### config.mk
export PLATFORM = sky130hd
export DESIGN_NAME = sdfc_top
export DESIGN_NICKNAME = d
export VERILOG_FILES = /design/src/shared/sdfc_pkg.sv /design/src/design/sdfc_sinc3.sv /design/src/design/sdfc_top.sv
export SDC_FILE = /design/constraint.sdc
export NUM_CORES = 2
export LEC_CHECK = 0
export BUFFER_PORTS_ARGS = -buffer_cell sky130_fd_sc_hd__buf_4
export CORE_AREA = 2 2 381 534
export DETAILED_ROUTE_END_ITERATION = 6
export DIE_AREA = 0 0 383 536
export GPL_ROUTABILITY_DRIVEN = 1
export PLACE_DENSITY = 0.66
export SLEW_MARGIN = 10
export SYNTH_ARGS = -nofsm -noshare
export SYNTH_HDL_FRONTEND = slang
export SYNTH_SLANG_ARGS = --single-unit
### constraint.sdc
create_clock -name hclk -period 13.1 [get_ports hclk]
set_clock_uncertainty 0.15 [all_clocks]
set_input_delay 0.655 -clock hclk [delete_from_list [all_inputs] [get_ports hclk]]
set_output_delay 0.655 -clock hclk [all_outputs]
set_load 0.02 [all_outputs]
### src/shared/sdfc_pkg.sv
// constants, field layouts and types of the sinc filter, chop and calibration block
// Summary of operation
// - third-order sinc decimator; decimation factor register sets cutoff and output word rate
// - mode bit 6 inserts the fixed 60 Hz notch; clearing it removes the notch
// - with chopping on, input polarity swaps after every filter output
// - with chopping on, each filter output is averaged with the previous one
// - mode bit 3 at 1 disables chopping; at 0 chopping stays active
// - four calibration modes are chosen by the mode select field
// - after any reset the factory offset and gain coefficients are loaded
// - a user calibration overwrites the factory coefficients
// - zero-scale result goes to offset coefficient, full-scale result to gain coefficient
// - internal calibration switches the internal zero or full-scale input onto the converter
// - calibration conversions run at the user decimation factor
// - results are offset-subtracted, then multiplied by the normalized gain coefficient
// - end of calibration is shown by the done flag; software polls it
// - missing reference during calibration conversions stops it and leaves coefficients unwritten; the gain division phase ignores it
// - mode select 100B starts internal zero-scale, 101B internal full-scale calibration
// - missing reference inhibiting a calibration sets the calibration error bit
// - decimation factor clamps to 13 with chopping, to 3 without; maximum 255
// - mode select 110B starts system zero-scale, 111B system full-scale calibration
package sdfc_pkg;
	localparam logic [7:0]  ADDR_MODE       = 8'h00;
	localparam logic [7:0]  ADDR_STATUS     = 8'h04;
	localparam logic [7:0]  ADDR_DECIM      = 8'h08;
	localparam logic [7:0]  ADDR_RESULT     = 8'h0C;
	localparam logic [7:0]  ADDR_OFFSET     = 8'h10;
	localparam logic [7:0]  ADDR_GAIN       = 8'h14;

	localparam int          MODE_W          = 7;
	localparam int          STAT_DONE_BIT   = 0;
	localparam int          STAT_REFMIS_BIT = 1;
	localparam int          STAT_CALERR_BIT = 2;
	localparam int          STAT_BUSY_BIT   = 3;

	localparam logic [7:0]  DECIM_RESET     = 8'h45;
	localparam logic [7:0]  DECIM_MIN_CHOP  = 8'h0D;
	localparam logic [7:0]  DECIM_MIN_PLAIN = 8'h03;

	localparam int          MOD_RATE_HZ     = 32768;
	localparam int          NOTCH_HZ        = 60;
	localparam int          NOTCH_LEN       = MOD_RATE_HZ / NOTCH_HZ;
	localparam int          RAW_W           = 34;

	localparam logic [2:0]  CAL_OUTPUTS     = 3'h5;
	localparam int          GAIN_FRAC       = 16;
	localparam logic [23:0] FULL_CODE       = 24'hFFFFFF;
	localparam logic [5:0]  DIV_STEPS       = 6'h28;
	localparam logic [31:0] FACTORY_OFFSET  = 32'h00000000;
	localparam logic [31:0] FACTORY_GAIN    = 32'h00010000;

	typedef enum logic [2:0]
	{
		MSEL_IDLE     = 3'b000,
		MSEL_CONT     = 3'b011,
		MSEL_INT_ZERO = 3'b100,
		MSEL_INT_FULL = 3'b101,
		MSEL_SYS_ZERO = 3'b110,
		MSEL_SYS_FULL = 3'b111
	} sdfc_msel_t;

	typedef enum logic [1:0]
	{
		CAL_IDLE = 2'b00,
		CAL_RUN  = 2'b01,
		CAL_DIV  = 2'b10
	} sdfc_cal_t;

	typedef struct packed
	{
		logic       notch_sixty_enable;
		logic       spare;
		logic       conv_en;
		logic       chop_off;
		logic [2:0] mode_select_field;
	} sdfc_mode_t;

	typedef struct packed
	{
		logic             valid;
		logic [RAW_W-1:0] data;
	} sdfc_word_t;
endpackage : sdfc_pkg

### src/design/sdfc_sinc3.sv
// sinc3 decimator with optional fixed boxcar notch on the modulator stream
module sdfc_sinc3 #(
	parameter int NOTCH_LEN = sdfc_pkg::NOTCH_LEN
) (
	input  wire logic               hclk,
	input  wire logic               hresetn,
	input  wire logic               sample,
	input  wire logic               bit_in,
	input  wire logic [7:0]         decim,
	input  wire logic               notch_en,
	output sdfc_pkg::sdfc_word_t    word
);
	localparam int BOX_W = $clog2(NOTCH_LEN + 1);
	localparam int PTR_W = $clog2(NOTCH_LEN);
	localparam int RW    = sdfc_pkg::RAW_W;

	logic             hist_reg [NOTCH_LEN];
	logic [PTR_W-1:0] ptr_reg;
	logic [BOX_W-1:0] box_reg;
	logic [RW-1:0]    int1_reg, int2_reg, int3_reg;
	logic [RW-1:0]    z1_reg, z2_reg, z3_reg;
	logic [7:0]       dcnt_reg;

	wire logic             oldest   = hist_reg[ptr_reg];
	wire logic [BOX_W-1:0] box_next = box_reg + BOX_W'(bit_in) - BOX_W'(oldest);
	wire logic             ptr_wrap = (ptr_reg == PTR_W'(NOTCH_LEN - 1));
	// both paths carry the same dc gain so the notch does not rescale results
	wire logic [BOX_W-1:0] x_in     = notch_en ? box_reg : (bit_in ? BOX_W'(NOTCH_LEN) : '0);
	wire logic             dec_last = (dcnt_reg >= decim - 8'h01);
	wire logic [RW-1:0]    c1       = int3_reg - z1_reg;
	wire logic [RW-1:0]    c2       = c1 - z2_reg;
	wire logic [RW-1:0]    c3       = c2 - z3_reg;

	always_ff @(posedge hclk or negedge hresetn)
	begin
		if (!hresetn)
		begin
			for (int i = 0; i < NOTCH_LEN; i++)
				hist_reg[i] <= 1'b0;
			ptr_reg <= '0;
			box_reg <= '0;
		end
		else if (sample)
		begin
			hist_reg[ptr_reg] <= bit_in;
			ptr_reg           <= ptr_wrap ? '0 : ptr_reg + PTR_W'(1);
			box_reg           <= box_next;
		end
	end

	// integrators at modulator rate, combs at the decimated rate
	always_ff @(posedge hclk or negedge hresetn)
	begin
		if (!hresetn)
		begin
			int1_reg <= '0;
			int2_reg <= '0;
			int3_reg <= '0;
			z1_reg   <= '0;
			z2_reg   <= '0;
			z3_reg   <= '0;
			dcnt_reg <= 8'h00;
			word     <= '0;
		end
		else
		begin
			word.valid <= 1'b0;
			if (sample)
			begin
				int1_reg <= int1_reg + RW'(x_in);
				int2_reg <= int2_reg + int1_reg;
				int3_reg <= int3_reg + int2_reg;
				dcnt_reg <= dec_last ? 8'h00 : dcnt_reg + 8'h01;
				if (dec_last)
				begin
					z1_reg     <= int3_reg;
					z2_reg     <= c1;
					z3_reg     <= c2;
					word.data  <= c3;
					word.valid <= 1'b1;
				end
			end
		end
	end
endmodule : sdfc_sinc3

### src/design/sdfc_top.sv
// converter back end: ahb registers, chop averaging, coefficient correction, calibration sequencer
module sdfc_top #(
	parameter logic [31:0] FACTORY_OFFSET = sdfc_pkg::FACTORY_OFFSET,
	parameter logic [31:0] FACTORY_GAIN   = sdfc_pkg::FACTORY_GAIN,
	parameter int          NOTCH_LEN      = sdfc_pkg::NOTCH_LEN
) (
	input  wire logic        hclk,
	input  wire logic        hresetn,
	input  wire logic        hsel,
	input  wire logic [31:0] haddr,
	input  wire logic [1:0]  htrans,
	input  wire logic        hwrite,
	input  wire logic [2:0]  hsize,
	input  wire logic [31:0] hwdata,
	input  wire logic        hready,
	output logic             hreadyout,
	output logic             hresp,
	output logic [31:0]      hrdata,
	input  wire logic        mod_strobe_pin,
	input  wire logic        mod_data_pin,
	input  wire logic        ref_missing_pin,
	output logic             chop_swap,
	output logic [1:0]       cal_input_sel,
	output logic             conv_enable
);
	localparam int RW = sdfc_pkg::RAW_W;

	function automatic logic [7:0] clamp_decim(input logic [7:0] v, input logic chop);
		logic [7:0] lo;
		lo = chop ? sdfc_pkg::DECIM_MIN_CHOP : sdfc_pkg::DECIM_MIN_PLAIN;
		clamp_decim = (v < lo) ? lo : v;
	endfunction : clamp_decim

	// pin synchronisers: stage 1 feeds stage 2 only
	logic [2:0] pin_s1_reg, pin_s2_reg;
	logic       strobe_d_reg;

	always_ff @(posedge hclk or negedge hresetn)
	begin
		if (!hresetn)
		begin
			pin_s1_reg   <= 3'h0;
			pin_s2_reg   <= 3'h0;
			strobe_d_reg <= 1'b0;
		end
		else
		begin
			pin_s1_reg   <= {ref_missing_pin, mod_data_pin, mod_strobe_pin};
			pin_s2_reg   <= pin_s1_reg;
			strobe_d_reg <= pin_s2_reg[0];
		end
	end

	wire logic mod_sample  = pin_s2_reg[0] & ~strobe_d_reg;
	wire logic mod_bit     = pin_s2_reg[1];
	wire logic ref_missing = pin_s2_reg[2];

	sdfc_pkg::sdfc_mode_t mode_reg;
	sdfc_pkg::sdfc_cal_t  cal_state;
	sdfc_pkg::sdfc_word_t filt;
	logic [7:0]           decim_reg;
	logic                 done_reg, calerr_reg, cal_full_reg;
	logic [2:0]           cal_cnt_reg;
	logic [31:0]          result_reg, offset_reg, gain_reg;
	logic [RW-1:0]        prev_reg;
	logic [39:0]          num_reg, quo_reg;
	logic [35:0]          rem_reg, den_reg;
	logic [5:0]           div_cnt_reg;
	logic                 wr_pend_reg;
	logic [7:0]           wr_addr_reg;

	wire logic       chop_on   = ~mode_reg.chop_off;
	wire logic [7:0] eff_decim = clamp_decim(decim_reg, chop_on);
	wire logic       run_cont  = mode_reg.conv_en & (mode_reg.mode_select_field == sdfc_pkg::MSEL_CONT);

	// the filter always runs at the clamped user factor, calibration included
	sdfc_sinc3 #(
		.NOTCH_LEN (NOTCH_LEN)
	) u_sinc (
		.hclk     (hclk),
		.hresetn  (hresetn),
		.sample   (mod_sample),
		.bit_in   (mod_bit),
		.decim    (eff_decim),
		.notch_en (mode_reg.notch_sixty_enable),
		.word     (filt)
	);

	// chop averaging and coefficient correction
	wire logic [RW:0]   pair_sum  = {1'b0, filt.data} + {1'b0, prev_reg};
	wire logic [RW-1:0] avg       = chop_on ? pair_sum[RW:1] : filt.data;
	wire logic [35:0]   diff      = 36'({2'b00, avg}) - 36'({{4{offset_reg[31]}}, offset_reg});
	wire logic [68:0]   prod      = 69'($signed(diff) * $signed({1'b0, gain_reg}));
	wire logic [31:0]   corrected = prod[sdfc_pkg::GAIN_FRAC +: 32];

	// bus decode
	wire logic       addr_ok  = hsel & htrans[1] & hready;
	wire logic       rd_req   = addr_ok & ~hwrite;
	wire logic       mapped   = (haddr[31:8] == 24'h000000);
	wire logic [7:0] ra       = haddr[7:0];
	wire logic       wr_mode  = wr_pend_reg & (wr_addr_reg == sdfc_pkg::ADDR_MODE);
	wire logic       wr_stat  = wr_pend_reg & (wr_addr_reg == sdfc_pkg::ADDR_STATUS);
	wire logic       wr_decim = wr_pend_reg & (wr_addr_reg == sdfc_pkg::ADDR_DECIM);
	wire logic       wr_off   = wr_pend_reg & (wr_addr_reg == sdfc_pkg::ADDR_OFFSET);
	wire logic       wr_gain  = wr_pend_reg & (wr_addr_reg == sdfc_pkg::ADDR_GAIN);
	wire sdfc_pkg::sdfc_mode_t mode_wval = sdfc_pkg::sdfc_mode_t'(hwdata[sdfc_pkg::MODE_W-1:0]);
	wire logic       cal_busy = (cal_state != sdfc_pkg::CAL_IDLE);

	wire logic [31:0] status_val = {28'h0000000, cal_busy, calerr_reg, ref_missing, done_reg};
	wire logic [31:0] rd_data =
		!mapped                           ? 32'h00000000 :
		(ra == sdfc_pkg::ADDR_MODE)       ? {25'h0000000, mode_reg} :
		(ra == sdfc_pkg::ADDR_STATUS)     ? status_val :
		(ra == sdfc_pkg::ADDR_DECIM)      ? {24'h000000, decim_reg} :
		(ra == sdfc_pkg::ADDR_RESULT)     ? result_reg :
		(ra == sdfc_pkg::ADDR_OFFSET)     ? offset_reg :
		(ra == sdfc_pkg::ADDR_GAIN)       ? gain_reg : 32'h00000000;

	// calibration sequencing
	wire logic cal_req    = wr_mode & mode_wval.conv_en & mode_wval.mode_select_field[2];
	wire logic sw_cancel  = wr_mode & ~cal_req;
	wire logic in_run     = (cal_state == sdfc_pkg::CAL_RUN);
	wire logic cal_abort  = in_run & ~wr_mode & ref_missing;
	wire logic cal_last   = in_run & ~wr_mode & ~ref_missing & filt.valid
		& (cal_cnt_reg == sdfc_pkg::CAL_OUTPUTS - 3'h1);
	wire logic zero_done  = cal_last & ~cal_full_reg;
	wire logic full_done  = cal_last & cal_full_reg;
	wire logic div_last   = (cal_state == sdfc_pkg::CAL_DIV) & (div_cnt_reg == sdfc_pkg::DIV_STEPS - 6'h01);
	wire logic cal_end    = cal_abort | zero_done | div_last;
	wire logic den_bad    = diff[35] | (diff == 36'h000000000);

	// restoring division for the gain coefficient
	wire logic [35:0] rem_sh   = {rem_reg[34:0], num_reg[39]};
	wire logic        div_ge   = (rem_sh >= den_reg);
	wire logic [35:0] rem_next = div_ge ? rem_sh - den_reg : rem_sh;
	wire logic [39:0] quo_next = {quo_reg[38:0], div_ge};

	wire logic result_load = run_cont & ~cal_busy & filt.valid;
	wire logic done_set    = result_load | cal_end;
	wire logic done_clr    = wr_stat & hwdata[sdfc_pkg::STAT_DONE_BIT];
	wire logic err_clr     = wr_stat & hwdata[sdfc_pkg::STAT_CALERR_BIT];

	always_ff @(posedge hclk or negedge hresetn)
	begin
		if (!hresetn)
		begin
			wr_pend_reg <= 1'b0;
			wr_addr_reg <= 8'h00;
			hrdata      <= 32'h00000000;
		end
		else
		begin
			wr_pend_reg <= addr_ok & hwrite & mapped;
			wr_addr_reg <= ra;
			hrdata      <= rd_req ? rd_data : 32'h00000000;
		end
	end

	always_ff @(posedge hclk or negedge hresetn)
	begin
		if (!hresetn)
		begin
			mode_reg   <= '0;
			decim_reg  <= sdfc_pkg::DECIM_RESET;
			done_reg   <= 1'b0;
			calerr_reg <= 1'b0;
		end
		else
		begin
			if (wr_mode)
				mode_reg <= mode_wval;
			else if (cal_end)
				mode_reg.mode_select_field <= sdfc_pkg::MSEL_IDLE;
			if (wr_decim)
				decim_reg <= hwdata[7:0];
			done_reg   <= done_set | (done_reg & ~done_clr);
			calerr_reg <= cal_abort | (calerr_reg & ~err_clr);
		end
	end

	always_ff @(posedge hclk or negedge hresetn)
	begin
		if (!hresetn)
		begin
			offset_reg <= FACTORY_OFFSET;
			gain_reg   <= FACTORY_GAIN;
			result_reg <= 32'h00000000;
			prev_reg   <= '0;
			chop_swap  <= 1'b0;
		end
		else
		begin
			if (zero_done)
				offset_reg <= 32'(diff + 36'({{4{offset_reg[31]}}, offset_reg}));
			else if (wr_off)
				offset_reg <= hwdata;
			if (div_last)
				gain_reg <= quo_next[31:0];
			else if (wr_gain)
				gain_reg <= hwdata;
			if (result_load)
				result_reg <= corrected;
			if (filt.valid)
			begin
				prev_reg  <= filt.data;
				chop_swap <= chop_swap ^ chop_on;
			end
		end
	end

	always_ff @(posedge hclk or negedge hresetn)
	begin
		if (!hresetn)
		begin
			cal_state    <= sdfc_pkg::CAL_IDLE;
			cal_full_reg <= 1'b0;
			cal_cnt_reg  <= 3'h0;
			num_reg      <= 40'h0000000000;
			quo_reg      <= 40'h0000000000;
			rem_reg      <= 36'h000000000;
			den_reg      <= 36'h000000001;
			div_cnt_reg  <= 6'h00;
		end
		else
		begin
			case (cal_state)
				sdfc_pkg::CAL_IDLE:
				begin
					if (cal_req)
					begin
						cal_state    <= sdfc_pkg::CAL_RUN;
						cal_full_reg <= mode_wval.mode_select_field[0];
						cal_cnt_reg  <= 3'h0;
					end
				end
				sdfc_pkg::CAL_RUN:
				begin
					if (cal_req)
					begin
						cal_full_reg <= mode_wval.mode_select_field[0];
						cal_cnt_reg  <= 3'h0;
					end
					else if (sw_cancel | cal_abort)
						cal_state <= sdfc_pkg::CAL_IDLE;
					else if (zero_done)
						cal_state <= sdfc_pkg::CAL_IDLE;
					else if (full_done)
					begin
						cal_state   <= sdfc_pkg::CAL_DIV;
						num_reg     <= {sdfc_pkg::FULL_CODE, 16'h0000};
						quo_reg     <= 40'h0000000000;
						rem_reg     <= 36'h000000000;
						den_reg     <= den_bad ? 36'h000000001 : diff;
						div_cnt_reg <= 6'h00;
					end
					else if (filt.valid)
						cal_cnt_reg <= cal_cnt_reg + 3'h1;
				end
				sdfc_pkg::CAL_DIV:
				begin
					num_reg     <= {num_reg[38:0], 1'b0};
					rem_reg     <= rem_next;
					quo_reg     <= quo_next;
					div_cnt_reg <= div_cnt_reg + 6'h01;
					if (div_last)
						cal_state <= sdfc_pkg::CAL_IDLE;
				end
				default:
					cal_state <= sdfc_pkg::CAL_IDLE;
			endcase
		end
	end

	// internal references only for the internal calibration modes
	wire logic int_cal = in_run & ~mode_reg.mode_select_field[1];
	assign cal_input_sel = int_cal ? (cal_full_reg ? 2'b10 : 2'b01) : 2'b00;
	assign conv_enable   = mode_reg.conv_en;
	assign hreadyout     = 1'b1;
	assign hresp         = 1'b0;
endmodule : sdfc_top

==> flow_summary_export.csv <==
group,metric,value,unit
timing,hold_slack,0.0353,ns
timing,period_needed,12.55,ns
clock_network,clk_pin_slew_worst_paths,0.07,ns
worst_setup_path,worstReg2RegStart,"u_sinc.word[1]",
final_layout,seqCellArea,28700,um2
yosys,synthArstFlopShare,100,%
yosys,synth_edf_count,0,
timing,maxSlewViolCount,0,
clock_network,clockRootBuffer,"clkbuf_16",
die,row_count,195,
detailed_routing,met3_length,18900,um
global_routing,grt_overflow,0,
run,max_cap_violations,0,
yosys,synthTopCellsByArea,"dfrtp_1 (30%), fa_1 (18%), ha_1 (6.4%)",
worst_setup_path,cp_slowest_cell,"fa_1",
place,pre_cts_ws,-0.156,ns
timing,worst_slack,0.554,ns
die,die_w,383,um
detailed_routing,ant_nets,0,
yosys,yosys.area.top_type,"dfrtp_1",
detailed_routing,top_layer,"met5",
yosys,synthFlopType,"dfrtp_1",
yosys,syn-cell-area,95600,um2
timing,fin_crit_sh,95.8,%
detailed_routing,num_vias,77100,
die,start_util,47.6,%
clock_network,htreeDepth,3,
clock_network,cts.path.max_buffers,3,
global_routing,grt_pass1_vias,81900,
place,dp_cells,13000,
detailed_routing,routed_wl,299000,um
global_routing,grt_pass1_wl,466000,um
worst_setup_path,cpPeakStageDelay,0.55,ns
place,dp_hpwl,218000,um
worst_setup_path,cp-start-kind,"flop",
place,io_buffers,108,
yosys,syn_inst,10500,
worst_setup_path,critPathCaptureType,"flop",
detailed_routing,firstDrtPassIters,7,
worst_setup_path,cp.arrival,12.99,ns
final_layout,fill_cells,18200,
die,core,201000,um2
detailed_routing,wl_met2,150000,um
timing,tns,0,ns
detailed_routing,drc_errors,3,
yosys,syn_avg_cell_area,9.10,um2
global_routing,grt_antenna_before_repair,4,
detailed_routing,wl_met1,104000,um
yosys,yosysWarnings,0,
timing,final-setup-viol-count,0,
timing,rsz0062_at_grt,"true",
run_status,outcome,"finished, violations left",
die,pin_count,115,
timing,max_freq,0.0797,GHz
global_routing,track_usage,29.3,%
final_layout,final_cells,13300,
yosys,synth_top_area_share,29.9,%
yosys,synth_nets,11900,
yosys,synth.most_common_cell,"nand2_1",
worst_setup_path,critPathMaxFanout,11,
worst_setup_path,critPathRequiredTime,13.54,ns
min_path,min_from,"hwdata[9]",
worst_setup_path,critical_path_class,"reg -> reg",
detailed_routing,viasPerCell,5.81,
final_layout,drive_gt1_share,10.3,%
global_routing,grt_max_degree,228,
place,gp_congestion,0.977,
timing,hold_viol,0,
final_layout,largest_reg_flops,546,
min_path,hp-class,"in -> reg",
detailed_routing,first_iter_violations,5734,
final_layout,syn_to_final_growth,10.4,%
final_layout,fin_nets,11900,
clock_network,numClockSinks,1147,
timing,slew_headroom,17.5,%
detailed_routing,wl_per_cell,22.5,um
clock_network,clock_latency,0.81,ns
yosys,synthTopCellsByCount,"nand2_1 (1,564), inv_1 (1,221), dfrtp_1 (1,142), o21ai_0 (1,041), fa_1 (871)",
run_status,failed_checks,"DRC",
clock_network,numCtsBuffers,121,
timing,worst_pin_slew,1.24,ns
worst_setup_path,setup.worst_path.start,"u_sinc.word[1]",
die,die_height,536,um
yosys,ys_ff_latch,1147,
final_layout,multi_input_area,60400,um2
worst_setup_path,critPathMostFrequentCell,"fa_1",
yosys,synthDistinctLibCells,88,
clock_network,cts_tree,"built",
yosys,ys_seq_area_share,30.0,%
die,dieArea,205000,um2
==> layout make-up <==
class	count	area share [%]
Timing Repair Buffer	522	3.96
Clock buffer	169	3.34
Sequential cell	1147	27.2
Inverter	1222	4.35
Clock inverter	58	0.729
Antenna cell	3	0.00711
Multi-Input combinational cell	7482	57.3
Tap cell	2659	3.15
==> metal layers <==
metal | up-vias | GRT usage (%)
met4 | 2 | 21.0
met5 | - | 0
met1 | 38600 | 32.2
met3 | 932 | 4.40
li1 | 34500 | -
met2 | 2965 | 51.6
==> cells in the final DEF, fill, tap and decap left out, types with 55 or more instances in the layout <==
cell type | Yosys | routed
fa_1 | 871 | 870
a21o_1 | 138 | 138
nor2b_1 | 84 | 81
nand2_1 | 1564 | 1560
xor2_1 | 126 | 116
nand3_1 | 653 | 650
nor3_1 | 62 | 55
nor2_1 | 278 | 254
mux4_2 | 137 | 137
a22oi_1 | 73 | 73
inv_1 | 1221 | 1218
and2_1 | 561 | 559
xnor2_1 | 259 | 242
o21ai_0 | 1041 | 1029
clkbuf_16 | 0 | 122
a21oi_1 | 270 | 258
dfrtp_1 | 1142 | 1131
mux2_2 | 69 | 69
buf_4 | 2 | 483
mux2i_1 | 84 | 84
a22o_1 | 67 | 67
ha_1 | 489 | 489
==> cell families after synthesis <==
kind of cell	count (synthesis)	share of synthesized area (%)
AND/OR/NAND/NOR	3457	17.0
AO/OA/AOI/OAI	1984	12.4
buffers and inverters	1881	7.41
adder cells (fa/ha/maj)	1360	24.6
flip-flops	1147	30.0
XOR/XNOR	389	3.62
multiplexers	290	4.92
other	2	0.00785
==> stage by stage <==
step | utilization [%] | cell area (um2)
floorplan | - | 95600
global placement | 50.2 | 101000
detailed placement | 50.2 | 101000
CTS | 52.4 | 105000
global route | 52.6 | 106000
finish | 52.6 | 106000
==> final timing paths <==
| check | to | slack [ns] | depth (start not counted) |
|---|---|---|---|
| worst min register to register | pin_s2_reg[2] | 0.28 | 0 |
| max in group asynchronous | u_sinc.ptr_reg[0] | 9.54 | 4 |
| worst max register to register | result_reg[31] | 0.55 | 55 |
| worst max-delay path | result_reg[31] | 0.55 | 55 |
| worst min-delay path | offset_reg[9] | 0.04 | 3 |
| min in group asynchronous | u_sinc.hist_reg[140] | 0.41 | 2 |
==> timing repair <==
item	in CTS	in global routing
gates resized for setup	8	58
endpoints found under the setup margin	10	13
hold buffers	19	0
endpoints found under the hold margin	199	0
pin swaps	1	36
setup buffers	0	8
==> critical path: cells and delay by family (launching register included) <==
kind,cells,cell delay (ns)
XOR/XNOR,3,0.52
AND/OR/NAND/NOR,12,1.40
buffers and inverters,11,1.39
flip-flops,1,0.39
AO/OA/AOI/OAI,18,3.43
adder cells (fa/ha/maj),11,5.07
Power is left out: the tool's default activity adds up to more than one toggle a clock period on the data nets, which glitch-free logic cannot reach.
